**config.mk**
```make
export PLATFORM = sky130hd
export DESIGN_NAME = fpt_regs
export DESIGN_NICKNAME = d
export VERILOG_FILES = /design/src/fpt_pkg.sv /design/src/fpt_regs.sv
export SDC_FILE = /design/constraint.sdc
export NUM_CORES = 1
export LEC_CHECK = 0
export BUFFER_PORTS_ARGS = -buffer_cell sky130_fd_sc_hd__buf_2
export CORE_MARGIN = 2
export CORE_UTILIZATION = 26
export DETAILED_ROUTE_END_ITERATION = 12
export REMOVE_ABC_BUFFERS = 1
export SETUP_SLACK_MARGIN = 0.1
export SKIP_CTS_REPAIR_TIMING = 1
export SLEW_MARGIN = 20
export SYNTH_ARGS = -nofsm -noshare
export SYNTH_HDL_FRONTEND = slang
export SYNTH_SLANG_ARGS = --single-unit
```
**constraint.sdc**
```tcl
create_clock -name aclk -period 2.4 [get_ports aclk]
set_clock_uncertainty 0.15 [all_clocks]
set_input_delay 0.6 -clock aclk [delete_from_list [all_inputs] [get_ports aclk]]
set_output_delay 0.6 -clock aclk [all_outputs]
set_load 0.02 [all_outputs]
```
**src/fpt_pkg.sv**
```systemverilog
// fpt_pkg: constants and types for the flash protect / timing register block.
// assumes a 32-bit axi4-lite register bus, one register per aligned word.
package fpt_pkg;

  // ----------------------------------------------------------------
  // register map (word indices; the byte address is four times the index)
  // ----------------------------------------------------------------
  localparam logic [11:0] CTRL_IDX     = 12'hff8; // flash control register index
  localparam logic [11:0] GUARD_IDX    = 12'hff9; // shared page select / sector guard index
  localparam logic [11:0] TIM_HI_IDX   = 12'hffa; // timing value high byte index
  localparam logic [11:0] TIM_LO_IDX   = 12'hffb; // timing value low byte index
  localparam logic [11:0] GUARD_RD_IDX = 12'hffc; // read-back of guard bits
  localparam logic [11:0] STAT_IDX     = 12'hffd; // status word
  localparam int unsigned ADDR_W       = 16;

  // ----------------------------------------------------------------
  // values and fields
  // ----------------------------------------------------------------
  localparam logic [7:0]  GUARD_UNLOCK = 8'h5e;
  localparam logic [7:0]  BYTE_RST     = 8'h00;
  localparam logic [1:0]  RESP_OKAY    = 2'h0;
  localparam logic [1:0]  RESP_SLVERR  = 2'h2;
  localparam int unsigned SECTORS      = 8;
  localparam int unsigned HZ_PER_KHZ   = 1000;
  // sector size in bytes per variant
  localparam int unsigned SECT_LARGE   = 3072;
  localparam int unsigned SECT_MEDIUM  = 2048;
  localparam int unsigned SECT_SMALL   = 1024;

  typedef enum logic [1:0] {
    FPT_VAR_SMALL,
    FPT_VAR_MEDIUM,
    FPT_VAR_LARGE
  } fpt_variant_e;

  // write request as seen by the register file
  typedef struct packed {
    logic [ADDR_W-1:0] addr;
    logic [7:0]        data;
  } fpt_wreq_s;

endpackage : fpt_pkg

```
**src/fpt_regs.sv**
```systemverilog
// fpt_regs: axi4-lite register file with sector write guard and timing value.
// assumes a single-clock system; flash engine outside consumes guard and timing.
// Overview of operation
// - after control gets 5eh, the sector guard is loaded only if the very next write goes to the shared address
// - other shared-address writes load page select, guard bits untouched
// - guard holds eight bits, bit x protects sector x
// - all guard bits clear on reset
// - set guard bits stay set until system reset
// - sector size per bit follows variant: 3kb, 2kb or 1kb
// - timing value is high byte over low byte, sixteen bits
// - timing value drives program and erase duration derivation
`timescale 1ns/1ps
module fpt_regs #(
  parameter fpt_pkg::fpt_variant_e VARIANT = fpt_pkg::FPT_VAR_SMALL,
  parameter int unsigned           ADDR_W  = fpt_pkg::ADDR_W
) (
  // clock and reset
  input  wire logic                 aclk,
  input  wire logic                 aresetn,
  // axi4-lite write address / data / response
  input  wire logic [ADDR_W-1:0]    s_awaddr,
  input  wire logic [2:0]           s_awprot,
  input  wire logic                 s_awvalid,
  output logic                      s_awready,
  input  wire logic [31:0]          s_wdata,
  input  wire logic [3:0]           s_wstrb,
  input  wire logic                 s_wvalid,
  output logic                      s_wready,
  output logic [1:0]                s_bresp,
  output logic                      s_bvalid,
  input  wire logic                 s_bready,
  // axi4-lite read address / data
  input  wire logic [ADDR_W-1:0]    s_araddr,
  input  wire logic [2:0]           s_arprot,
  input  wire logic                 s_arvalid,
  output logic                      s_arready,
  output logic [31:0]               s_rdata,
  output logic [1:0]                s_rresp,
  output logic                      s_rvalid,
  input  wire logic                 s_rready,
  // flash engine side
  output logic [7:0]                sector_guard_bit,
  output logic [7:0]                page_select,
  output logic [15:0]               program_timing_value,
  output logic [15:0]               sector_bytes
);

  // ----------------------------------------------------------------
  // write channel capture
  // ----------------------------------------------------------------
  logic                aw_full_q, w_full_q;
  logic [ADDR_W-1:0]   aw_addr_q;
  logic [7:0]          w_byte_q;
  logic                w_lane0_q;
  logic                wr_fire;

  // address and data are taken in either order, held until the response
  assign s_awready = !aw_full_q && !s_bvalid;
  assign s_wready  = !w_full_q && !s_bvalid;

  always_ff @(posedge aclk) begin
    if (!aresetn) begin
      aw_full_q <= 1'b0;
      w_full_q  <= 1'b0;
      aw_addr_q <= '0;
      w_byte_q  <= fpt_pkg::BYTE_RST;
      w_lane0_q <= 1'b0;
    end else begin
      if (s_awvalid && s_awready) begin
        aw_full_q <= 1'b1;
        aw_addr_q <= s_awaddr;
      end
      if (s_wvalid && s_wready) begin
        w_full_q  <= 1'b1;
        w_byte_q  <= s_wdata[7:0];
        w_lane0_q <= s_wstrb[0];
      end
      if (wr_fire) begin
        aw_full_q <= 1'b0;
        w_full_q  <= 1'b0;
      end
    end
  end

  // ----------------------------------------------------------------
  // write decode
  // ----------------------------------------------------------------
  logic [11:0] wr_idx;
  logic        wr_hit_ctrl, wr_hit_guard, wr_hit_hi, wr_hit_lo, wr_mapped;
  fpt_pkg::fpt_wreq_s wreq;

  assign wr_fire      = aw_full_q && w_full_q;
  assign wreq         = '{addr: aw_addr_q, data: w_byte_q};
  assign wr_idx       = wreq.addr[13:2];
  assign wr_hit_ctrl  = wr_fire && w_lane0_q && (wr_idx == fpt_pkg::CTRL_IDX);
  assign wr_hit_guard = wr_fire && w_lane0_q && (wr_idx == fpt_pkg::GUARD_IDX);
  assign wr_hit_hi    = wr_fire && w_lane0_q && (wr_idx == fpt_pkg::TIM_HI_IDX);
  assign wr_hit_lo    = wr_fire && w_lane0_q && (wr_idx == fpt_pkg::TIM_LO_IDX);
  assign wr_mapped    = (wr_idx == fpt_pkg::CTRL_IDX) || (wr_idx == fpt_pkg::GUARD_IDX) ||
                        (wr_idx == fpt_pkg::TIM_HI_IDX) || (wr_idx == fpt_pkg::TIM_LO_IDX) ||
                        (wr_idx == fpt_pkg::GUARD_RD_IDX) || (wr_idx == fpt_pkg::STAT_IDX);

  // ----------------------------------------------------------------
  // control, unlock, guard, page select and timing registers
  // ----------------------------------------------------------------
  logic [7:0]  ctrl_q;
  logic        unlock_q;
  logic [7:0]  guard_q, page_q, tim_hi_q, tim_lo_q;
  logic        to_guard;

  // unlock is armed only by the control write itself; any other write disarms it
  assign to_guard = wr_hit_guard && unlock_q;

  always_ff @(posedge aclk) begin
    if (!aresetn) begin
      ctrl_q   <= fpt_pkg::BYTE_RST;
      unlock_q <= 1'b0;
      guard_q  <= fpt_pkg::BYTE_RST;
      page_q   <= fpt_pkg::BYTE_RST;
      tim_hi_q <= fpt_pkg::BYTE_RST;
      tim_lo_q <= fpt_pkg::BYTE_RST;
    end else begin
      if (wr_hit_ctrl) begin
        ctrl_q <= wreq.data;
      end
      if (wr_fire) begin
        unlock_q <= wr_hit_ctrl && (wreq.data == fpt_pkg::GUARD_UNLOCK);
      end
      if (to_guard) begin
        guard_q <= guard_q | wreq.data;
      end
      if (wr_hit_guard && !unlock_q) begin
        page_q <= wreq.data;
      end
      if (wr_hit_hi) begin
        tim_hi_q <= wreq.data;
      end
      if (wr_hit_lo) begin
        tim_lo_q <= wreq.data;
      end
    end
  end

  // ----------------------------------------------------------------
  // write response
  // ----------------------------------------------------------------
  logic       bvalid_q;
  logic [1:0] bresp_q;

  always_ff @(posedge aclk) begin
    if (!aresetn) begin
      bvalid_q <= 1'b0;
      bresp_q  <= fpt_pkg::RESP_OKAY;
    end else if (wr_fire) begin
      bvalid_q <= 1'b1;
      bresp_q  <= wr_mapped ? fpt_pkg::RESP_OKAY : fpt_pkg::RESP_SLVERR;
    end else if (s_bready) begin
      bvalid_q <= 1'b0;
    end
  end

  assign s_bvalid = bvalid_q;
  assign s_bresp  = bresp_q;

  // ----------------------------------------------------------------
  // read channel
  // ----------------------------------------------------------------
  logic        rvalid_q;
  logic [31:0] rdata_q;
  logic [1:0]  rresp_q;
  logic [11:0] rd_idx;
  logic [31:0] rd_word;
  logic        rd_mapped;

  assign s_arready = !rvalid_q;
  assign rd_idx    = s_araddr[13:2];

  // the shared address reads page select; guard bits have their own read-back word
  assign rd_mapped = wr_mapped_rd(rd_idx);
  assign rd_word =
    (rd_idx == fpt_pkg::CTRL_IDX)     ? {24'h000000, ctrl_q}   :
    (rd_idx == fpt_pkg::GUARD_IDX)    ? {24'h000000, page_q}   :
    (rd_idx == fpt_pkg::TIM_HI_IDX)   ? {24'h000000, tim_hi_q} :
    (rd_idx == fpt_pkg::TIM_LO_IDX)   ? {24'h000000, tim_lo_q} :
    (rd_idx == fpt_pkg::GUARD_RD_IDX) ? {24'h000000, guard_q}  :
    (rd_idx == fpt_pkg::STAT_IDX)     ? {31'h00000000, unlock_q} :
                                        32'h00000000;

  function automatic logic wr_mapped_rd(input logic [11:0] idx);
    wr_mapped_rd = (idx == fpt_pkg::CTRL_IDX) || (idx == fpt_pkg::GUARD_IDX) ||
                   (idx == fpt_pkg::TIM_HI_IDX) || (idx == fpt_pkg::TIM_LO_IDX) ||
                   (idx == fpt_pkg::GUARD_RD_IDX) || (idx == fpt_pkg::STAT_IDX);
  endfunction : wr_mapped_rd

  always_ff @(posedge aclk) begin
    if (!aresetn) begin
      rvalid_q <= 1'b0;
      rdata_q  <= 32'h00000000;
      rresp_q  <= fpt_pkg::RESP_OKAY;
    end else if (s_arvalid && s_arready) begin
      rvalid_q <= 1'b1;
      rdata_q  <= rd_word;
      rresp_q  <= rd_mapped ? fpt_pkg::RESP_OKAY : fpt_pkg::RESP_SLVERR;
    end else if (s_rready) begin
      rvalid_q <= 1'b0;
    end
  end

  assign s_rvalid = rvalid_q;
  assign s_rdata  = rdata_q;
  assign s_rresp  = rresp_q;

  // ----------------------------------------------------------------
  // outputs to the flash engine
  // ----------------------------------------------------------------
  assign sector_guard_bit     = guard_q;
  // engine derives program and erase durations from this kilohertz count
  assign program_timing_value = {tim_hi_q, tim_lo_q};
  assign sector_bytes =
    (VARIANT == fpt_pkg::FPT_VAR_LARGE)  ? 16'(fpt_pkg::SECT_LARGE)  :
    (VARIANT == fpt_pkg::FPT_VAR_MEDIUM) ? 16'(fpt_pkg::SECT_MEDIUM) :
                                           16'(fpt_pkg::SECT_SMALL);
  assign page_select          = page_q;

endmodule : fpt_regs

```
Word-level counts from Yosys, hierarchy flattened
Index checks and enable logic that the tools add are counted.
{ "totals": {"wordCells": 75, "regBits": 104, "out_inout_bits": 89} }
{ "classes": {"eq_ne": 13, "n_reduce_logical": 32, "n_mux": 12, "n_bitwise": 2} }
{ "op_table": {"columns": ["op", "count"], "rows": [
  ["$eq A12 B12 Y1 const B", 12],
  ["$mux W8", 5],
  ["$logic_and A1 B1 Y1", 14],
  ["$logic_or A1 B1 Y1", 10],
  ["$eq A8 B7 Y1 const B", 1],
  ["$or A8 B8 Y8", 1],
  ["$logic_not A1 Y1", 5],
  ["$mux W1", 5],
  ["$mux W2", 2],
  ["$reduce_bool A2 Y1", 2],
  ["$reduce_or A2 Y1", 1],
  ["$not A1 Y1", 1]
]} }

Longest topological paths before layout
{ "depth": {"word_depth": 7, "ltp_mapped": 7} }

Worst setup path before layout
OpenSTA, ideal clock, no wires.
{ "synth_path": {"kind": "input to register", "from": "input s_araddr[5]", "to": "register rdata_q[0] (netlist: s_rdata[0])", "setup_time_ps": 60, "path_slack_ps": 254, "required_time_ps": 2190, "arrival_time_ps": 1935, "path_buffers": 3, "path_stages": 7, "cell_sequence": "buf_2 -> and2b_1 -> buf_4 -> or4b_1 -> clkbuf_1 -> o32ai_1 -> a41o_1"} }
{ "synth_between": {"elab_chain_len": 7, "elab_cells_between_ends": 12} }
{ "synth_lines": {"columns": ["item", "line", "source"], "rows": [
  ["from (decl)", "fpt_regs.sv:33", "input wire logic [ADDR_W-1:0] s_araddr,"],
  ["$eq A12 B12 Y1", "fpt_regs.sv:186", "(rd_idx == fpt_pkg::STAT_IDX) ? {31'h00000000, unlock_q} :"],
  ["$mux W1", "fpt_regs.sv:186", null],
  ["$mux W8", "fpt_regs.sv:185", "(rd_idx == fpt_pkg::GUARD_RD_IDX) ? {24'h000000, guard_q} :"],
  ["$mux W8", "fpt_regs.sv:184", "(rd_idx == fpt_pkg::TIM_LO_IDX) ? {24'h000000, tim_lo_q} :"],
  ["$mux W8", "fpt_regs.sv:183", "(rd_idx == fpt_pkg::TIM_HI_IDX) ? {24'h000000, tim_hi_q} :"],
  ["$mux W8", "fpt_regs.sv:182", "(rd_idx == fpt_pkg::GUARD_IDX) ? {24'h000000, page_q} :"],
  ["$mux W8 (*)", "fpt_regs.sv:181", "(rd_idx == fpt_pkg::CTRL_IDX) ? {24'h000000, ctrl_q} :"],
  ["to (signal assigned)", "fpt_regs.sv:202", "rdata_q <= rd_word;"],
  ["to (decl)", "fpt_regs.sv:169", "logic [31:0] rdata_q;"]
]} }
Every way passes the cells marked *; elsewhere a longest branch is shown, timed or not.
A chain may end at the register's enable or synchronous reset.

Worst setup path in the final report
{ "layout_path": {"from": "register w_full_q", "to": "register guard_q[0] (netlist: sector_guard_bit[0])"} }
{ "layout_between": {"elab_chain_len": 4} }
{ "layout_lines": {"columns": ["item", "line", "source"], "rows": [
  ["from (decl)", "fpt_regs.sv:51", "logic aw_full_q, w_full_q;"],
  ["from (signal assigned)", "fpt_regs.sv:64", "w_full_q <= 1'b0;"],
  ["from (signal assigned)", "fpt_regs.sv:74", "w_full_q <= 1'b1;"],
  ["from (signal assigned)", "fpt_regs.sv:80", "w_full_q <= 1'b0;"],
  ["$logic_and A1 B1 Y1", "fpt_regs.sv:92", "assign wr_fire = aw_full_q && w_full_q;"],
  ["$logic_and A1 B1 Y1 (2 in series)", "fpt_regs.sv:96", "assign wr_hit_guard = wr_fire && w_lane0_q && (wr_idx == fpt_pkg::GUARD_IDX);"],
  ["$logic_and A1 B1 Y1", "fpt_regs.sv:112", "assign to_guard = wr_hit_guard && unlock_q;"],
  ["to (signal assigned)", "fpt_regs.sv:118", "guard_q <= fpt_pkg::BYTE_RST;"],
  ["to (signal assigned)", "fpt_regs.sv:130", "guard_q <= guard_q | wreq.data;"],
  ["to (decl)", "fpt_regs.sv:108", "logic [7:0] guard_q, page_q, tim_hi_q, tim_lo_q;"]
]} }
Every way passes these cells.

==> flow_metrics.tcl <==
set metrics [dict create \
    hold_class "reg -> reg" \
    timing.critical_path.required_ps 2530 \
    routed-via-count 3035 \
    drt-wirelength-per-cell_um 14.2 \
    ir_drop_v 0.000343 \
    total_power_mw 2.87 \
    floorplan.die_area_um2 15000 \
    cp.arrival_ps 2140 \
    ys.warnings.count 0 \
    setup_tns_final_ps 0 \
    synth_sequential_area_ratio 0.417 \
    clock_tree.root_cell "sky130_fd_sc_hd__clkbuf_16" \
    nFillCells 1487 \
    synth_top_area_cell "sky130_fd_sc_hd__dfxtp_1" \
    run_status "finished clean" \
    fin_crit_sh 0.836 \
    total_overflow_reported_by_the_global_router 0 \
    first_global_vias 2870 \
    placementRows 43 \
    post-route-util 0.321 \
    grt_first_pass_wirelength_mm 14.9 \
    yosys.cell_types.count 43 \
    fmax_mhz 498 \
    postRouteWirelength_mm 9.74 \
    grt_antenna_before_repair 0 \
    area_growth_pct 21.5 \
    timing_hold_violations_final 0 \
    fp.coreArea_um2 13800 \
    cpMaxStageDelayCell "sky130_fd_sc_hd__or4_1" \
    power.share.combinational 0.105 \
    synth_cells 417 \
    io-pin-count 170 \
    dr.pass1.iters 5 \
    tightest_slew_ps 543 \
    synth-seq-cells 76 \
    max-clock-path-buffers 2 \
    yosys-top-cells-area "sky130_fd_sc_hd__dfxtp_1, sky130_fd_sc_hd__mux2i_1, sky130_fd_sc_hd__nand2_1" \
    place_worst_setup_slack_ps 165 \
    pwr-share-clk 0.431 \
    overall_global_routing_usage 0.131 \
    mappedNetlistArea_um2 3640 \
    synth-edff-count 0 \
    route.antenna.remaining_nets 0 \
    path_clk_slew_ps 60 \
    tritoncts_clock_tree "yes" \
    seq_power_share 0.464 \
    critical_path_class "reg -> reg" \
    setup_ws_ps 393 \
    floorplan.die.width_um 122 \
    cp_endpoint_kind "register" \
    post-synth-top-count-cell "sky130_fd_sc_hd__nand2_1" \
    cpPeakStageDelay_ps 540 \
    setup.worst_path.start_class "register" \
    drt-vias-per-instance 4.42 \
    avgSynthCellArea_um2 8.74 \
    final_nets 584 \
    async_flop_share 0 \
    drc 0 \
    timing.reg2reg.setup_slack_ps 390 \
    hpwlAfterDp_mm 7.16 \
    numCtsBuffers 9 \
    finalSetupViolCount 0 \
    worst_skew_pair.late_latency_ps 340 \
    power.net_switching_mw 0.755 \
    top_cell_type_s_share_of_synthesized_area 0.417 \
    cts.sink_count 76 \
    die_h_um 122 \
    grt_start_max_net_pins 39 \
    maxSlewViolCount 0 \
    max-cap-violations 0 \
    power_density_nw_per_um2 648 \
    slew_headroom 0.635 \
    initial_core_util 0.265 \
    path_cells "nand2_1, or4_1, nor4_4, a22o_1" \
    synth_ff_type "sky130_fd_sc_hd__dfxtp_1" \
    place_congestion 0.760 \
    p_sw_frac 0.263 \
    buffer_ports.inserted 86 \
    cts.htree.levels 3 \
    finalWorstPathRequiredPeriod_ps 2010 \
    post_synth_most_frequent_cells "sky130_fd_sc_hd__nand2_1, sky130_fd_sc_hd__dfxtp_1, sky130_fd_sc_hd__buf_4, sky130_fd_sc_hd__mux2i_1, sky130_fd_sc_hd__a21boi_0" \
    diodes 0 \
    setup_repair_after_global_routing_missed_its_margin "false" \
    internal_power_mw 2.12 \
    initial_detailed_routing_violation_count 143 \
    critical_path.max_fanout 8 \
    p_leak_nw 1.95 \
    drive_gt1_frac 0.241 \
]
## power by group through the flow
stage	Clock (mW)	Sequential, mW	Combinational [mW]
2_1_floorplan	0	1.36	0.160
3_3_place_gp	0	1.36	0.294
3_5_place_dp	0	1.36	0.300
4_1_cts	1.27	1.33	0.301
5_1_grt	1.33	1.34	0.333
6_report	1.24	1.33	0.301
## logic make-up after synthesis
logic type             count (synthesis)  share of synthesized area
AOI/OAI and AO/OA                     85                      0.160
buffers and inverters                 79                      0.126
DFF                                   76                      0.417
muxes                                 40                      0.110
other                                  2                    0.00206
and+or+nand+nor                      135                      0.184
## flip-flops by register name, indices dropped and copies added (netlist names)
signal	count
aw_addr_q	12
tim_hi_q	8
w_lane0_q	1
page_select	8
s_rresp	1
s_rdata	8
s_bresp	1
w_byte_q	8
s_rvalid	1
w_full_q	1
tim_lo_q	8
unlock_q	1
aw_full_q	1
sector_guard_bit	8
s_bvalid	1
ctrl_q	8
## worst max-delay path: cells and delay by family (launching register included)
family          cells  cell delay [ps]
simple gates        3             1200
compound gates      1              210
flops               1              390
## through the flow
stage	hold slack [ps]	instances	area [µm²]
detailed placement	298	672	4160
finish	305	687	4430
floorplan	284	389	3380
global route	334	687	4430
CTS	308	687	4430
global placement	292	672	4160
## cell usage in the layout (no fill, tap or decap), drive strengths merged, types with 4 or more instances in the layout
master,n
a221oi,6
a21oi,9
mux2i,39
conb,42
a21boi,24
inv,11
nand3,4
o21ai,22
nand2,94
clkbuf,11
o21a,6
buf,103
nor4,4
nor4b,6
a22o,8
dfxtp,76
nand2b,5
## routing by layer
metal / global-route usage / vias to the layer above / routed length [µm]
met5: 0 / - / 0
met4: 0.0431 / 0 / 132
met2: 0.211 / 106 / 4410
met1: 0.169 / 1401 / 4530
met3: 0.0390 / 12 / 662
li1: - / 1516 / -
## area by class of cell
cell class | instances | area (µm²) | share of cell area
clock buffer | 11 | 243 | 0.0548
clock inverter | 4 | 26.3 | 0.00593
inverter | 11 | 41.3 | 0.00932
multi-input combinational | 302 | 1810 | 0.409
sequential | 76 | 1520 | 0.344
tap | 180 | 225 | 0.0509
timing repair buffer | 103 | 558 | 0.126
## final timing paths
kind,from,cells past startpoint,end
max reg2reg,w_full_q,4,sector_guard_bit[0]
min reg2reg,ctrl_q[0],2,ctrl_q[0]
max,w_full_q,4,sector_guard_bit[0]
min,ctrl_q[0],2,ctrl_q[0]
Note: power is estimated with default switching activity, not from simulation.
